--- src/hw/lscp_defines.svh ---
// constants of the linear sensor command port
`ifndef LSCP_DEFINES_SVH
`define LSCP_DEFINES_SVH
`define LSCP_CMD_RESET 8'h1B
`define LSCP_CMD_START 8'h08
`define LSCP_CMD_CAPTURE 8'h10
`define LSCP_CMD_DUMP 8'h02
`define LSCP_CMD_CANCEL 8'h19
`define LSCP_CMD_CAP_DUMP 8'h12
`define LSCP_CMD_CAP_DUMP_START 8'h16
`define LSCP_OP_STORE 3'h2
`define LSCP_OP_FETCH 3'h3
`define LSCP_START_DLY 5'h14
`define LSCP_DUMP_DLY 5'h14
`define LSCP_FETCH_DLY 5'h04
`define LSCP_FRAME_LAST 4'h9
`define LSCP_FETCH_LAST 4'h7
`define LSCP_PIX_LAST 7'h65
`define LSCP_ZONE_PIX 7'h22
`define LSCP_GAIN_ADDR 5'h00
`define LSCP_OFFS_ADDR 5'h03
`define LSCP_RX_STOP 4'h9
`endif

--- src/hw/lscp_pkg.sv ---
// types shared by the linear sensor command port
`default_nettype none
package lscp_pkg;
  typedef struct packed {
    logic brk;
    logic valid;
    logic [7:0] data;
  } lscp_rx_t;
  typedef enum logic [4:0] {
    TX_IDLE = 5'b00001,
    TX_FWAIT = 5'b00010,
    TX_FSEND = 5'b00100,
    TX_DWAIT = 5'b01000,
    TX_DSEND = 5'b10000
  } lscp_tx_t;
endpackage : lscp_pkg
`default_nettype wire

--- src/hw/lscp_rx.sv ---
// serial byte receiver with break detection
`timescale 1ns/100ps
`default_nettype none
`include "lscp_defines.svh"
module lscp_rx (
  input wire logic clk, // system clock
  input wire logic rst_b, // async reset, active low
  input wire logic rise, // shift clock rising edge
  input wire logic din, // synchronised serial_in
  output var lscp_pkg::lscp_rx_t rx // byte or break, one-cycle pulses
);
  logic active_q;
  logic need_high_q;
  logic [3:0] bit_q;
  logic [7:0] sh_q;

  // frame: start 0, eight bits lsb first, stop 1; all-zero frame is a break
  always_ff @(posedge clk or negedge rst_b) begin
    if (!rst_b) begin
      active_q <= 1'b0;
      need_high_q <= 1'b0;
      bit_q <= 4'h0;
      sh_q <= 8'h00;
      rx <= '0;
    end else begin
      rx.valid <= 1'b0;
      rx.brk <= 1'b0;
      if (rise) begin
        if (!active_q) begin
          // a held-low line must return high before a new start
          if (din) need_high_q <= 1'b0;
          else if (!need_high_q) begin
            active_q <= 1'b1;
            bit_q <= 4'h1;
          end
        end else if (bit_q == `LSCP_RX_STOP) begin
          active_q <= 1'b0;
          if (din) begin
            rx.valid <= 1'b1;
            rx.data <= sh_q;
          end else if (sh_q == 8'h00) begin
            rx.brk <= 1'b1;
            need_high_q <= 1'b1;
          end else need_high_q <= 1'b1;
        end else begin
          sh_q <= {din, sh_q[7:1]};
          bit_q <= bit_q + 4'h1;
        end
      end
    end
  end
endmodule : lscp_rx
`default_nettype wire

--- src/hw/lscp_top.sv ---
// command interpreter of the linear sensor serial port
`timescale 1ns/100ps
`default_nettype none
`include "lscp_defines.svh"
module lscp_top #(
  parameter int PIX_W = 7 // pixel index width
) (
  input wire logic CLK, // 40 MHz system clock
  input wire logic RST_B, // async reset, active low
  input wire logic SCLK, // shift clock pin
  input wire logic SERIAL_IN, // serial_in pin
  input wire logic [7:0] ADC_DATA, // converted sample of PIXEL_SEL
  output logic SERIAL_OUT, // serial_out pin
  output logic [PIX_W-1:0] PIXEL_SEL, // pixel being converted
  output logic [7:0] ZONE_GAIN, // gain of current zone
  output logic [7:0] ZONE_OFFSET, // offset of current zone
  output logic INTEG_RUN, // integrators integrating
  output logic HOLD_VALID, // sample-holds carry values
  output logic CAPTURE_PULSE // integrator to hold transfer
);
  logic sclk_m_q, sclk_s_q, sclk_p_q, din_m_q, din_s_q;
  logic rise, fall;
  lscp_pkg::lscp_rx_t rx;
  lscp_pkg::lscp_tx_t st_q;
  logic expect_q;
  logic [4:0] addr_q;
  logic [7:0] reg_mem [32];
  logic pend_q;
  logic [4:0] scnt_q, dcnt_q;
  logic [3:0] bit_q;
  logic [8:0] sh_q;
  logic [1:0] zone;
  logic cmd_v, is_rst, is_cancel, do_cap, do_dump, do_start, do_store;
  logic do_fetch, known;

  // two-stage synchronisers; stage two is looked at, plus a third shift clock flop for edge detection
  always_ff @(posedge CLK or negedge RST_B) begin
    if (!RST_B) begin
      // idle-high reset level, so a parked clock gives no false rise
      sclk_m_q <= 1'b1;
      sclk_s_q <= 1'b1;
      sclk_p_q <= 1'b1;
      din_m_q <= 1'b1;
      din_s_q <= 1'b1;
    end else begin
      sclk_m_q <= SCLK;
      sclk_s_q <= sclk_m_q;
      sclk_p_q <= sclk_s_q;
      din_m_q <= SERIAL_IN;
      din_s_q <= din_m_q;
    end
  end
  assign rise = sclk_s_q & ~sclk_p_q;
  assign fall = ~sclk_s_q & sclk_p_q;

  lscp_rx u_rx (
    .clk(CLK),
    .rst_b(RST_B),
    .rise(rise),
    .din(din_s_q),
    .rx(rx)
  );

  // command decode; a byte after a store opcode is data, not a command
  assign cmd_v = rx.valid & ~expect_q;
  assign is_rst = cmd_v && rx.data == `LSCP_CMD_RESET;
  assign is_cancel = cmd_v && rx.data == `LSCP_CMD_CANCEL;
  assign do_cap = cmd_v && (rx.data == `LSCP_CMD_CAPTURE ||
    rx.data == `LSCP_CMD_CAP_DUMP ||
    rx.data == `LSCP_CMD_CAP_DUMP_START);
  assign do_dump = cmd_v && (rx.data == `LSCP_CMD_DUMP ||
    rx.data == `LSCP_CMD_CAP_DUMP ||
    rx.data == `LSCP_CMD_CAP_DUMP_START);
  assign do_start = cmd_v && (rx.data == `LSCP_CMD_START ||
    rx.data == `LSCP_CMD_CAP_DUMP_START);
  assign do_store = cmd_v && rx.data[7:5] == `LSCP_OP_STORE;
  assign do_fetch = cmd_v && rx.data[7:5] == `LSCP_OP_FETCH;
  assign known = is_rst | is_cancel | do_cap | do_dump | do_start |
    do_store | do_fetch;

  // byte tracker: a break drops a pending data byte; a main reset byte then is stored as data
  always_ff @(posedge CLK or negedge RST_B) begin
    if (!RST_B) begin
      expect_q <= 1'b0;
      addr_q <= 5'h00;
    end else if (rx.brk || is_rst) begin
      expect_q <= 1'b0;
    end else if (do_store) begin
      expect_q <= 1'b1;
      addr_q <= rx.data[4:0];
    end else if (do_fetch) begin
      addr_q <= rx.data[4:0];
    end else if (rx.valid) begin
      expect_q <= 1'b0;
    end
  end

  // register file; contents survive main reset so calibration is kept
  always_ff @(posedge CLK or negedge RST_B) begin
    if (!RST_B) begin
      for (int i = 0; i < 32; i++) reg_mem[i] <= 8'h00;
    end else if (rx.valid && expect_q) begin
      reg_mem[addr_q] <= rx.data;
    end
  end

  // zone of the pixel under conversion picks its gain and offset
  assign zone = (PIXEL_SEL < `LSCP_ZONE_PIX) ? 2'h0 :
    (PIXEL_SEL < 7'(2 * `LSCP_ZONE_PIX)) ? 2'h1 : 2'h2;
  always_ff @(posedge CLK or negedge RST_B) begin
    if (!RST_B) begin
      ZONE_GAIN <= 8'h00;
      ZONE_OFFSET <= 8'h00;
    end else begin
      ZONE_GAIN <= reg_mem[`LSCP_GAIN_ADDR + 5'(zone)];
      ZONE_OFFSET <= reg_mem[`LSCP_OFFS_ADDR + 5'(zone)];
    end
  end

  // integration state; start waits out the auto-zero cycle on rising edges
  always_ff @(posedge CLK or negedge RST_B) begin
    if (!RST_B) begin
      INTEG_RUN <= 1'b0;
      HOLD_VALID <= 1'b0;
      CAPTURE_PULSE <= 1'b0;
      pend_q <= 1'b0;
      scnt_q <= 5'h00;
    end else begin
      CAPTURE_PULSE <= do_cap;
      if (is_rst || is_cancel) begin
        INTEG_RUN <= 1'b0;
        HOLD_VALID <= 1'b0;
        pend_q <= 1'b0;
      end else begin
        if (do_cap) begin
          HOLD_VALID <= 1'b1;
          INTEG_RUN <= 1'b0;
        end
        if (do_start) begin
          pend_q <= 1'b1;
          scnt_q <= `LSCP_START_DLY - 5'h01;
        end else if (pend_q && rise) begin
          if (scnt_q == 5'h00) begin
            pend_q <= 1'b0;
            INTEG_RUN <= 1'b1;
          end else scnt_q <= scnt_q - 5'h01;
        end
      end
    end
  end

  // output sequencer; serial_out moves only on falling shift clock edges
  always_ff @(posedge CLK or negedge RST_B) begin
    if (!RST_B) begin
      st_q <= lscp_pkg::TX_IDLE;
      dcnt_q <= 5'h00;
      bit_q <= 4'h0;
      sh_q <= 9'h1FF;
      SERIAL_OUT <= 1'b1;
      PIXEL_SEL <= '0;
    end else if (is_rst || is_cancel) begin
      st_q <= lscp_pkg::TX_IDLE;
      PIXEL_SEL <= '0;
    end else if (do_dump) begin
      st_q <= lscp_pkg::TX_DWAIT;
      dcnt_q <= `LSCP_DUMP_DLY - 5'h01;
      PIXEL_SEL <= '0;
      bit_q <= 4'h0;
    end else if (do_fetch) begin
      st_q <= lscp_pkg::TX_FWAIT;
      dcnt_q <= `LSCP_FETCH_DLY - 5'h01;
      sh_q <= {1'b1, reg_mem[rx.data[4:0]]};
      bit_q <= 4'h0;
    end else if (fall) begin
      case (st_q)
        lscp_pkg::TX_IDLE: SERIAL_OUT <= 1'b1;
        lscp_pkg::TX_FWAIT, lscp_pkg::TX_DWAIT: begin
          if (dcnt_q == 5'h00)
            st_q <= (st_q == lscp_pkg::TX_FWAIT) ? lscp_pkg::TX_FSEND
                                                 : lscp_pkg::TX_DSEND;
          else dcnt_q <= dcnt_q - 5'h01;
        end
        lscp_pkg::TX_FSEND: begin
          SERIAL_OUT <= sh_q[0];
          sh_q <= {1'b1, sh_q[8:1]};
          bit_q <= bit_q + 4'h1;
          if (bit_q == `LSCP_FETCH_LAST) st_q <= lscp_pkg::TX_IDLE;
        end
        lscp_pkg::TX_DSEND: begin
          if (bit_q == 4'h0) begin
            SERIAL_OUT <= 1'b0;
            sh_q <= {1'b1, ADC_DATA};
          end else begin
            SERIAL_OUT <= sh_q[0];
            sh_q <= {1'b1, sh_q[8:1]};
          end
          if (bit_q == `LSCP_FRAME_LAST) begin
            bit_q <= 4'h0;
            if (PIXEL_SEL == `LSCP_PIX_LAST) st_q <= lscp_pkg::TX_IDLE;
            else PIXEL_SEL <= PIXEL_SEL + 7'h01;
          end else bit_q <= bit_q + 4'h1;
        end
        default: st_q <= lscp_pkg::TX_IDLE;
      endcase
    end
  end
endmodule : lscp_top
`default_nettype wire

--- config.mk ---
export PLATFORM = sky130hd
export DESIGN_NAME = lscp_top
export DESIGN_NICKNAME = d
export VERILOG_FILES = /design/src/hw/lscp_pkg.sv /design/src/hw/lscp_rx.sv /design/src/hw/lscp_top.sv
export VERILOG_INCLUDE_DIRS = /design/src /design/src/hw
export SDC_FILE = /design/constraint.sdc
export NUM_CORES = 1
export LEC_CHECK = 0
export BUFFER_PORTS_ARGS = -buffer_cell sky130_fd_sc_hd__buf_2
export CAP_MARGIN = 5
export CORE_MARGIN = 8
export CORE_UTILIZATION = 45
export DETAILED_ROUTE_END_ITERATION = 8
export HOLD_SLACK_MARGIN = 0.06
export PLACE_DENSITY_LB_ADDON = 0.12
export REMOVE_ABC_BUFFERS = 1
export SLEW_MARGIN = 25
export SYNTH_ARGS = -nofsm -noshare
export SYNTH_HDL_FRONTEND = slang
export SYNTH_SLANG_ARGS = --single-unit
--- constraint.sdc ---
create_clock -name CLK -period 4.2 [get_ports CLK]
set_clock_uncertainty 0.05 [all_clocks]
set_input_delay 0.42 -clock CLK [delete_from_list [all_inputs] [get_ports CLK]]
set_output_delay 0.42 -clock CLK [all_outputs]
set_load 0.05 [all_outputs]
Yosys cells after proc, flatten, opt, wreduce, memory -nomap -nowiden:

Cells that the tools add are included.

* $add $sub $neg: 6
* $lt $le $gt $ge: 7
* equality and inequality tests: 33
* mux-type cells: 85
* bitwise operators: 15
* reduce and logical (&&, ||, !) cells: 53

Operator list (count)
* 256-bit bitwise mux: 1
* 8-bit binary-select mux with 5-bit select: 3
* 5-bit two-way mux: 19
* 8-bit two-way mux: 8
* 7-bit two-way mux: 7
* 8-bit demux with 5-bit select: 1
* 8-bit by 5-bit == test with 1-bit output (second input constant): 5
* 4-bit two-way mux: 8
* 10-bit two-way mux: 3
* 3-bit nonzero test: 10
* 9-bit two-way mux: 3
* 1-bit two-way mux: 26
* 6-bit greater-or-equal comparator (second input constant): 4
* 5-bit != test (second input constant): 4
* 5-bit case mux with 4 select lines: 1
* 4-bit AND reduction: 5
* 9-bit case mux with 2 select lines: 1
* 5-bit NOT with 6-bit output: 2
* 1-bit logical AND: 10
* 5-bit zero test: 2
* 5-bit AND reduction: 2
* 2-bit nonzero test: 5
* 5-bit by 1-bit subtractor with 5-bit output (second input constant): 2
* 3-bit AND reduction: 3
* other kinds (36): 64

* register bits after elaboration: 347
* input bits: 12
* word-level logic and storage cells: 258

Depth between registers and ports, before layout:

Gate-level depths: netlist of run 1.

* word-level depth: 9
* depth in mapped cells: 9

By module:

Synthesis of run 1 repeated with hierarchy kept, for this count alone.

* cells, all modules: 1216
* area total of the unflattened synthesis: 16545.9 um2

By module, submodules not included
* lscp_top: times used 1, cells each 1138, area an instance 15482.3 um2, sequential area each 8076.5 um2
* lscp_rx: times used 1, cells each 78, area an instance 1063.5 um2, sequential area each 600.6 um2

Least setup slack after synthesis of run 1:

OpenSTA, ideal clock, no wires.

* path kind: register to register
* start: register PIXEL_SEL[2]
* end: register ZONE_OFFSET[0]
* setup time: 0.125 ns
* arrival time: 2.773 ns
* data required time: 4.025 ns
* path slack: 1.253 ns
* cell stages (with the launch flop): 10
* path buffers: 2
* clock period less this slack: 2.947 ns
* cells stage by stage: dfrtp_1 > or3_4 > o21a_1 > clkbuf_1 > inv_1 > ha_1 > clkinv_1 > clkbuf_1 > mux4_2 > mux2_2

* word-level cells in the longest chain between the ends: 8
* elaborated cells on any way between the ends: 9

Ends and longest elaborated chain
* start: declaration: line lscp_top.sv:14 `output logic [PIX_W-1:0] PIXEL_SEL,`
* start signal: assignment: line lscp_top.sv:200 `else PIXEL_SEL <= PIXEL_SEL + 7'h01;`
* 7-bit < comparator: line lscp_top.sv:109 `` (PIXEL_SEL < 7'(2 * `LSCP_ZONE_PIX)) ? 2'h1 : 2'h2; ``
* 2-bit two-way mux: line lscp_top.sv:109
* 2-bit two-way mux *: line lscp_top.sv:108 `` assign zone = (PIXEL_SEL < `LSCP_ZONE_PIX) ? 2'h0 : ``
* 2-bit by 2-bit adder with 3-bit output (no source line) *
* 3-bit NOT with 6-bit output *: line lscp_top.sv:116 `` ZONE_OFFSET <= reg_mem[`LSCP_OFFS_ADDR + 5'(zone)]; ``
* 8-bit binary-select mux with 5-bit select *: line lscp_top.sv:116
* 8-bit two-way mux * (2 in series): line lscp_top.sv:116
* end signal: assignment: line lscp_top.sv:116
* end: declaration: line lscp_top.sv:16 `output logic [7:0] ZONE_OFFSET,`

Every way passes the cells marked *; elsewhere a longest branch is shown, timed or not. The select of a mux whose other input is x is not followed.
A chain may end at the register's enable or synchronous reset.

Worst setup path in the final report of run 1:

* start: register, netlist name u_rx.rx[0]
* end: register sh_q[7]

* word-level cells in the longest chain between the ends: 6
* elaborated cells on any way between the ends: 19

Ends and longest elaborated chain
* branches (longest 6 deep; another with 9-bit two-way mux)
* end signal: assignment: line lscp_top.sv:172 `sh_q <= {1'b1, reg_mem[rx.data[4:0]]};`
* end signal: assignment: line lscp_top.sv:185 `sh_q <= {1'b1, sh_q[8:1]};`
* end signal: assignment: line lscp_top.sv:192 `sh_q <= {1'b1, ADC_DATA};`
* end: declaration: line lscp_top.sv:31 `logic [8:0] sh_q;`

Several ways; the timed one is not identified. The select of a mux whose other input is x is not followed.

==> results of run 1 <==
area by class of cell:
| cell class | count | area (um2) |
|---|---|---|
| fill | 3149 | 18000 |
| sequential | 346 | 8690 |
| tap | 468 | 586 |
| multi-input combinational | 780 | 7320 |
| timing repair buffer | 65 | 460 |
| inverter | 33 | 124 |
| clock inverter | 9 | 61.3 |
| clock buffer | 56 | 1090 |
worst max path at each step:
stage / from / endpoint / cells after the start
after CTS: u_rx.rx[0] / sh_q[7] / 7
after global placement: u_rx.rx[0] / sh_q[7] / 7
after floorplan: u_rx.rx[1] / dcnt_q[1] / 4
final: u_rx.rx[0] / sh_q[7] / 7
after detailed placement: u_rx.rx[0] / sh_q[7] / 7
after global routing: u_rx.rx[0] / sh_q[7] / 7
per-stage QoR:
step	hold slack [ns]	power (mW)	area, um2	std cells
floorplan	0.0744	3.67	16100	1159
global placement	0.297	3.83	17100	1689
detailed placement	0.307	3.84	17100	1689
CTS	0.181	7.03	18300	1757
global route	0.204	7.20	18300	1757
finish	0.204	6.94	18300	1757
where the power goes:
group | switching (mW) | internal [mW]
clock network | 1.36 | 1.80
registers | 0.0870 | 3.41
logic | 0.172 | 0.107
cell usage after synthesis (4+ instances only):
cell / count
sky130_fd_sc_hd__a211oi_1: 9
sky130_fd_sc_hd__and3_1: 4
sky130_fd_sc_hd__mux2i_1: 43
sky130_fd_sc_hd__o21ai_0: 51
sky130_fd_sc_hd__or2_2: 4
sky130_fd_sc_hd__mux4_2: 58
sky130_fd_sc_hd__nor3b_1: 6
sky130_fd_sc_hd__nor3_1: 19
sky130_fd_sc_hd__dfrtp_1: 331
sky130_fd_sc_hd__nand4_1: 7
sky130_fd_sc_hd__nor2b_1: 7
sky130_fd_sc_hd__nor4b_1: 5
sky130_fd_sc_hd__buf_4: 4
sky130_fd_sc_hd__o21a_1: 5
sky130_fd_sc_hd__nand2_1: 73
sky130_fd_sc_hd__inv_1: 31
sky130_fd_sc_hd__ha_1: 12
sky130_fd_sc_hd__xnor2_1: 10
sky130_fd_sc_hd__mux4_1: 6
sky130_fd_sc_hd__nor2_1: 50
sky130_fd_sc_hd__nand3b_1: 7
sky130_fd_sc_hd__a21oi_1: 19
sky130_fd_sc_hd__nand3_1: 15
sky130_fd_sc_hd__mux2_2: 246
sky130_fd_sc_hd__a211o_1: 5
sky130_fd_sc_hd__a22o_1: 9
sky130_fd_sc_hd__o221ai_1: 15
sky130_fd_sc_hd__dfstp_2: 15
sky130_fd_sc_hd__buf_2: 17
sky130_fd_sc_hd__a22oi_1: 7
sky130_fd_sc_hd__o211ai_1: 6
sky130_fd_sc_hd__nand2b_1: 13
sky130_fd_sc_hd__nor4_1: 7
sky130_fd_sc_hd__clkbuf_1: 59
sky130_fd_sc_hd__a222oi_1: 8
worst max-delay path, stage by stage (launching register included):
cell and delay (ns):
sky130_fd_sc_hd__dfrtp_4 0.84, sky130_fd_sc_hd__buf_4 0.42, sky130_fd_sc_hd__buf_4 0.40, sky130_fd_sc_hd__mux4_2 0.56, sky130_fd_sc_hd__a22o_1 0.24, sky130_fd_sc_hd__a211o_1 0.26
sky130_fd_sc_hd__a21oi_1 0.16, sky130_fd_sc_hd__o31ai_1 0.11
repair_timing:
item | in CTS | in global routing
hold buffers | 3 | 0
hold endpoints to repair | 114 | 0
setup buffers | 0 | 0
metal layers:
metal / GRT usage / wire, um / share of wire / vias to the layer above
met2: 0.300 / 18800 / 0.46 / 254
li1: - / - / - / 4665
met5: 0 / 0 / 0 / -
met3: 0.0462 / 2360 / 0.057 / 57
met4: 0.0481 / 819 / 0.020 / 0
met1: 0.273 / 19200 / 0.47 / 5475
registers in the layout (all words and copies together), names as in the netlist, 7 cells and up:
signal	count
PIXEL_SEL	7
ZONE_GAIN	8
ZONE_OFFSET	8
reg_mem	256
sh_q	8
u_rx.rx	10
u_rx.sh_q	8
kinds of logic after synthesis:
group                      share of synthesized area
muxes                                          0.283
DFF                                            0.526
adders and majority gates                    0.00911
and+or+nand+nor                               0.0750
xor gates and xnor gates                     0.00691
AOI/OAI and AO/OA                             0.0703
buffers and inverters                         0.0295
==> results by group, run 1 <==
CTS
  • Clock net sink count: 346
  • Number of buffers created by CTS: 39
  • CTS H-tree lvls: 2
  • CTS Root Cell: sky130_fd_sc_hd__clkbuf_16
  • CTS max path bufs: 3
  • TritonCTS clock tree: done
  • Clock-pin slew on the worst setup and hold paths: 0.06 ns
  • Clock insertion delay at the later pin of the skew report: 0.56 ns
  • Gates resized, CTS repair: 0

Logic synthesis
  • Mapped Cells: 1242
  • Synth async-reset ratio: 1.00
  • Synthesized cell area: 0.0165 mm2
  • Number of unique standard cell types used by synthesis: 71
  • Post-synthesis average cell area: about 13 um2
  • Cell type with the largest total area after synthesis: sky130_fd_sc_hd__dfrtp_1
  • Area share of the largest cell type after synthesis: 0.502
  • Seq/Total Area, Yosys: 0.526
  • Yosys synthesis warning count: 0
  • Top flip-flop cell by instance count after synthesis: sky130_fd_sc_hd__dfrtp_1
  • Most area-consuming cells after synthesis: sky130_fd_sc_hd__dfrtp_1, sky130_fd_sc_hd__mux2_2, sky130_fd_sc_hd__mux4_2
  • Number of flops mapped to enable cells by yosys: 0
  • #FFs+latches synth: 346

Finish
  • Post-synthesis to final-layout area growth: 11.2%
  • Post-layout util: 0.504
  • Antenna fix cells: 0
  • Highest-count cells in the layout ignoring fill and taps: sky130_fd_sc_hd__dfrtp_1, sky130_fd_sc_hd__mux2_2, sky130_fd_sc_hd__nand2_1
  • Leading cell type in the layout, fill and taps excluded: sky130_fd_sc_hd__dfrtp_1
  • NumNets Final: 1289
  • Fraction of layout instances using a drive strength above 1: 0.350

GRT
  • Overall global routing resource usage: 0.194
  • Sum of overflow across all layers after global routing: 0
  • Maximum number of pins on one net before global-route repair: 119
  • First-pass GRT wire length: 66200 um
  • Via count of the first global-routing pass: 10755
  • Number of antenna violations at the first check in global routing: 0

Placement
  • Placement-stage worst setup slack: 1.03 ns
  • Final weighted congestion of routability-driven global placement: 0.781
  • Port Buffers: 38
  • Dpl hpwl: 27100 um

Timing
  • Post-layout min period: 3.15 ns
  • Count of final hold-check violations: 0
  • Unrepaired setup endpoints after global routing: no
  • Final worst-path setup slack: 1.05 ns
  • Final-report setup violation count: 0
  • Max frequency: 0.318 GHz
  • Transition at the pin with the smallest max-transition slack: 1.13 ns
  • Setup total negative slack: 0 ns
  • Tcrit/Tclk final: 0.750
  • Max-slew headroom: 0.249
  • Max-slew violations: 0

Setup path
  • Destination of the worst register-to-register timing path: sh_q[7]
  • Critical path class: register to register
  • Worst setup SP type: register
  • Setup slack of the worst register-to-register path: 1.05 ns
  • Arrival time of data at the critical path endpoint: 3.57 ns
  • Critical Path RT: 4.62 ns
  • Depth of the worst register-to-register path: 7
  • Category of the worst setup path capture point: register
  • FF-to-FF Start: u_rx.rx[0]
  • Critical path peak fanout: 38

Route
  • Vias after detailed routing: 10451
  • Routed wirelength normalized by instance count: between 20 and 25 um
  • DR vias/cell: between 5 and 6
  • WL final: ~41000 um
  • DR DRC count: 0
  • Number of detailed-route iterations in the first pass: 5
  • Number of nets with antenna violations after detailed routing: 0
  • Iteration-0 DRC count of the detailed router: 731

Power
  • Power Density: between 300 and 400 mW/mm2
  • Worst vdd rail ir drop: 0.276 mV
  • Total leakage power: 8.42 nW

Hold path
  • Worst min-delay path class: primary input to register
  • Worst Min Path Start: ADC_DATA[7]
  • Hold depth: 3
  • Worst hold path endpoint: sh_q[7]

Run status
  • Status: finished clean

Floorplan
  • Die area: 0.0430 mm2
  • Initial core utilization: 0.454
  • Die Wd: 207 um
  • Height of the die: 207 um
  • Core box area: 0.0363 mm2
  • # rows: 70
  • Number of ports placed on the die boundary: 39

Job
  • Maximum capacitance violations: 0
Note: power is estimated with default switching activity, not from simulation.
==> run 2, diff against run 1 <==
==> constraint.sdc (replaced) <==
create_clock -name CLK -period 2.6 [get_ports CLK]
set_clock_uncertainty 0.05 [all_clocks]
set_input_delay 0.26 -clock CLK [delete_from_list [all_inputs] [get_ports CLK]]
set_output_delay 0.26 -clock CLK [all_outputs]
set_load 0.05 [all_outputs]
==> results by group, run 2 (synthesized netlist as in run 1, its figures left out) <==
Timing
  • Max frequency: around 0.4 GHz
  • Tcrit/Tclk final: 0.959
  • Final worst-path setup slack: ~0.11 ns
  • Smallest hold slack: 0.134 ns
  • Final-report setup violation count: 0
  • Max-slew violations: 0
  • Count of final hold-check violations: 0
  • Post-layout min period: 2.49 ns
  • Unrepaired setup endpoints after global routing: no
  • Max-slew headroom: 0.474
  • Transition at the pin with the smallest max-transition slack: between 0.7 and 0.8 ns

Power
  • Total leakage power: between 8 and 9 nW
  • Net switching power of the design: between 2 and 3 mW
  • Proportion of power drawn by combinational gates: 0.043
  • Seq pwr share: 0.491
  • Total design power: 11.5 mW
  • Cell Int Power: 8.85 mW
  • Power Density: 601 mW/mm2
  • Clk pwr share: 0.466
  • Worst vdd rail ir drop: 0.421 mV
  • Switching part of the total: 0.227

Floorplan
  • Number of ports placed on the die boundary: 39
  • Initial core utilization: 0.454
  • Core box area: 0.0363 mm2
  • Die Wd: 207 um
  • # rows: 70
  • Height of the die: a little over 200 um
  • Die area: approximately 0.043 mm2

Finish
  • Fin cells: 1830
  • Area of all placed cells without fillers: 0.0190 mm2
  • Register containing the most flip-flops in the final layout: reg_mem
  • Fraction of layout instances using a drive strength above 1: 0.384
  • Post-synthesis to final-layout area growth: 15.5%
  • Number of flip-flops in the largest register: between 200 and 300
  • Antenna fix cells: 0
  • Largest registers ranked by flip-flop count: reg_mem: 256 flops, u_rx.rx: 10 flops
  • Layout fillers: 3137
  • Highest-count cells in the layout ignoring fill and taps: sky130_fd_sc_hd__dfrtp_1, sky130_fd_sc_hd__mux2_2, sky130_fd_sc_hd__buf_4
  • NumNets Final: 1358
  • Leading cell type in the layout, fill and taps excluded: sky130_fd_sc_hd__dfrtp_1

Route
  • Number of detailed-route iterations in the first pass: 5
  • Iteration-0 DRC count of the detailed router: 775
  • Routed wirelength normalized by instance count: about 23 um
  • Number of nets with antenna violations after detailed routing: 0
  • WL final: 42000 um
  • DR DRC count: 0
  • DR vias/cell: about 5.8
  • Vias after detailed routing: 10628

Placement
  • Final weighted congestion of routability-driven global placement: 0.808
  • Cell count after placement: between 1500 and 2000
  • Placement-stage worst setup slack: -0.00839 ns
  • Dpl hpwl: 28800 um
  • Total placed instance area: 0.0178 mm2
  • Port Buffers: 38

GRT
  • Overall global routing resource usage: 0.196
  • First-pass GRT wire length: 66500 um
  • Via count of the first global-routing pass: 10796
  • Sum of overflow across all layers after global routing: 0
  • Maximum number of pins on one net before global-route repair: 71
  • Number of antenna violations at the first check in global routing: 0

Hold path
  • Hold depth: 4
  • Worst hold path endpoint: sh_q[0]
  • Worst min-delay path class: primary input to register
  • Worst Min Path Start: ADC_DATA[0]

Setup path
  • FF-to-FF Start: u_rx.rx[0]
  • Setup slack of the worst register-to-register path: 0.11 ns
  • Arrival time of data at the critical path endpoint: 2.90 ns
  • Depth of the worst register-to-register path: 7
  • Critical path peak fanout: 14
  • Category of the worst setup path capture point: register
  • Critical Path RT: 3.01 ns
  • Critical path class: register to register
  • Destination of the worst register-to-register timing path: sh_q[1]
  • Worst setup SP type: register

CTS
  • CTS H-tree lvls: 2
  • TritonCTS clock tree: done
  • CTS Root Cell: sky130_fd_sc_hd__clkbuf_16
  • Clock-pin slew on the worst setup and hold paths: ~0.060 ns
  • Clock insertion delay at the later pin of the skew report: approximately 0.55 ns
  • Number of buffers created by CTS: 39
  • CTS max path bufs: 3
  • Clock net sink count: 346

Job
  • Maximum capacitance violations: 0

Run status
  • Status: finished clean
-- run 2: cell count changes in the layout (fill, tap and decap cells not counted) --
cell,previous run,this run
sky130_fd_sc_hd__clkinv_1,2,1
sky130_fd_sc_hd__nor2_1,50,49
sky130_fd_sc_hd__buf_12,4,13
sky130_fd_sc_hd__dlygate4sd3_1,3,4
sky130_fd_sc_hd__clkinvlp_4,2,0
sky130_fd_sc_hd__bufinv_16,0,2
sky130_fd_sc_hd__clkinv_2,4,6
sky130_fd_sc_hd__buf_8,1,2
sky130_fd_sc_hd__buf_4,20,78
sky130_fd_sc_hd__clkbuf_8,5,6
sky130_fd_sc_hd__nor2_2,0,1
sky130_fd_sc_hd__clkbuf_1,12,14
-- run 2: power by group through the flow --
stage	clock network (mW)	registers (mW)	logic, mW
2_1_floorplan	0	5.71	0.220
4_1_cts	5.48	5.63	0.503
3_3_place_gp	0	5.72	0.490
5_1_grt	5.68	5.65	0.557
3_5_place_dp	0	5.72	0.497
6_report	5.33	5.63	0.491
-- run 2: what timing repair did --
item | CTS | global route
cloned | 0 | 0
gates resized for setup | 1 | 0
hold buffers | 4 | 0
endpoints found under the hold margin | 232 | 0
setup buffers | 0 | 1
setup endpoints to repair | 4 | 3
-- run 2: routing by layer --
layer | wire length (um) | share of wire | up-vias | global-route usage
met3 | 2080 | 0.049 | 65 | 0.0346
met1 | 19000 | 0.45 | 5515 | 0.270
met5 | 0 | 0 | - | 0
met4 | 927 | 0.022 | 0 | 0.0540
li1 | - | - | 4802 | -
met2 | 20100 | 0.48 | 246 | 0.316
-- run 2: how the worst max path moves through the flow --
stage                       from        endpoint  slack, ns  depth (start not counted)
floorplan             u_rx.rx[1]       dcnt_q[1]      -2.08                          4
global placement    PIXEL_SEL[2]  ZONE_OFFSET[5]       0.01                          7
detailed placement  PIXEL_SEL[2]  ZONE_OFFSET[7]     -0.008                          7
CTS                   u_rx.rx[0]         sh_q[2]       0.03                          5
global route          u_rx.rx[0]         sh_q[5]       0.02                          6
finish                u_rx.rx[0]         sh_q[1]       0.11                          7
-- run 2: critical path: stages (launching register included) --
cell and delay [ns]:
sky130_fd_sc_hd__dfrtp_4 0.63, sky130_fd_sc_hd__buf_8 0.22, sky130_fd_sc_hd__buf_12 0.16, sky130_fd_sc_hd__mux4_2 0.53, sky130_fd_sc_hd__a22oi_1 0.31, sky130_fd_sc_hd__buf_4 0.17, sky130_fd_sc_hd__a211oi_1 0.06, sky130_fd_sc_hd__a211o_1 0.28
-- run 2: stage by stage --
stage          setup TNS (ns)  utilization
6_report                    0        0.524
5_1_grt                     0        0.524
4_1_cts                     0        0.524
3_5_place_dp          -0.0232        0.489
3_3_place_gp                0        0.489
2_1_floorplan          -95.27            -
-- run 2: cell type report --
type	instances	area, um2	share of cell area
Inverter	33	125	0.00657
Tap cell	468	586	0.0307
Multi-Input combinational cell	780	7330	0.385
Timing Repair Buffer	134	1100	0.0578
Sequential cell	346	8690	0.456
Clock inverter	10	111	0.00585
Clock buffer	59	1110	0.0583
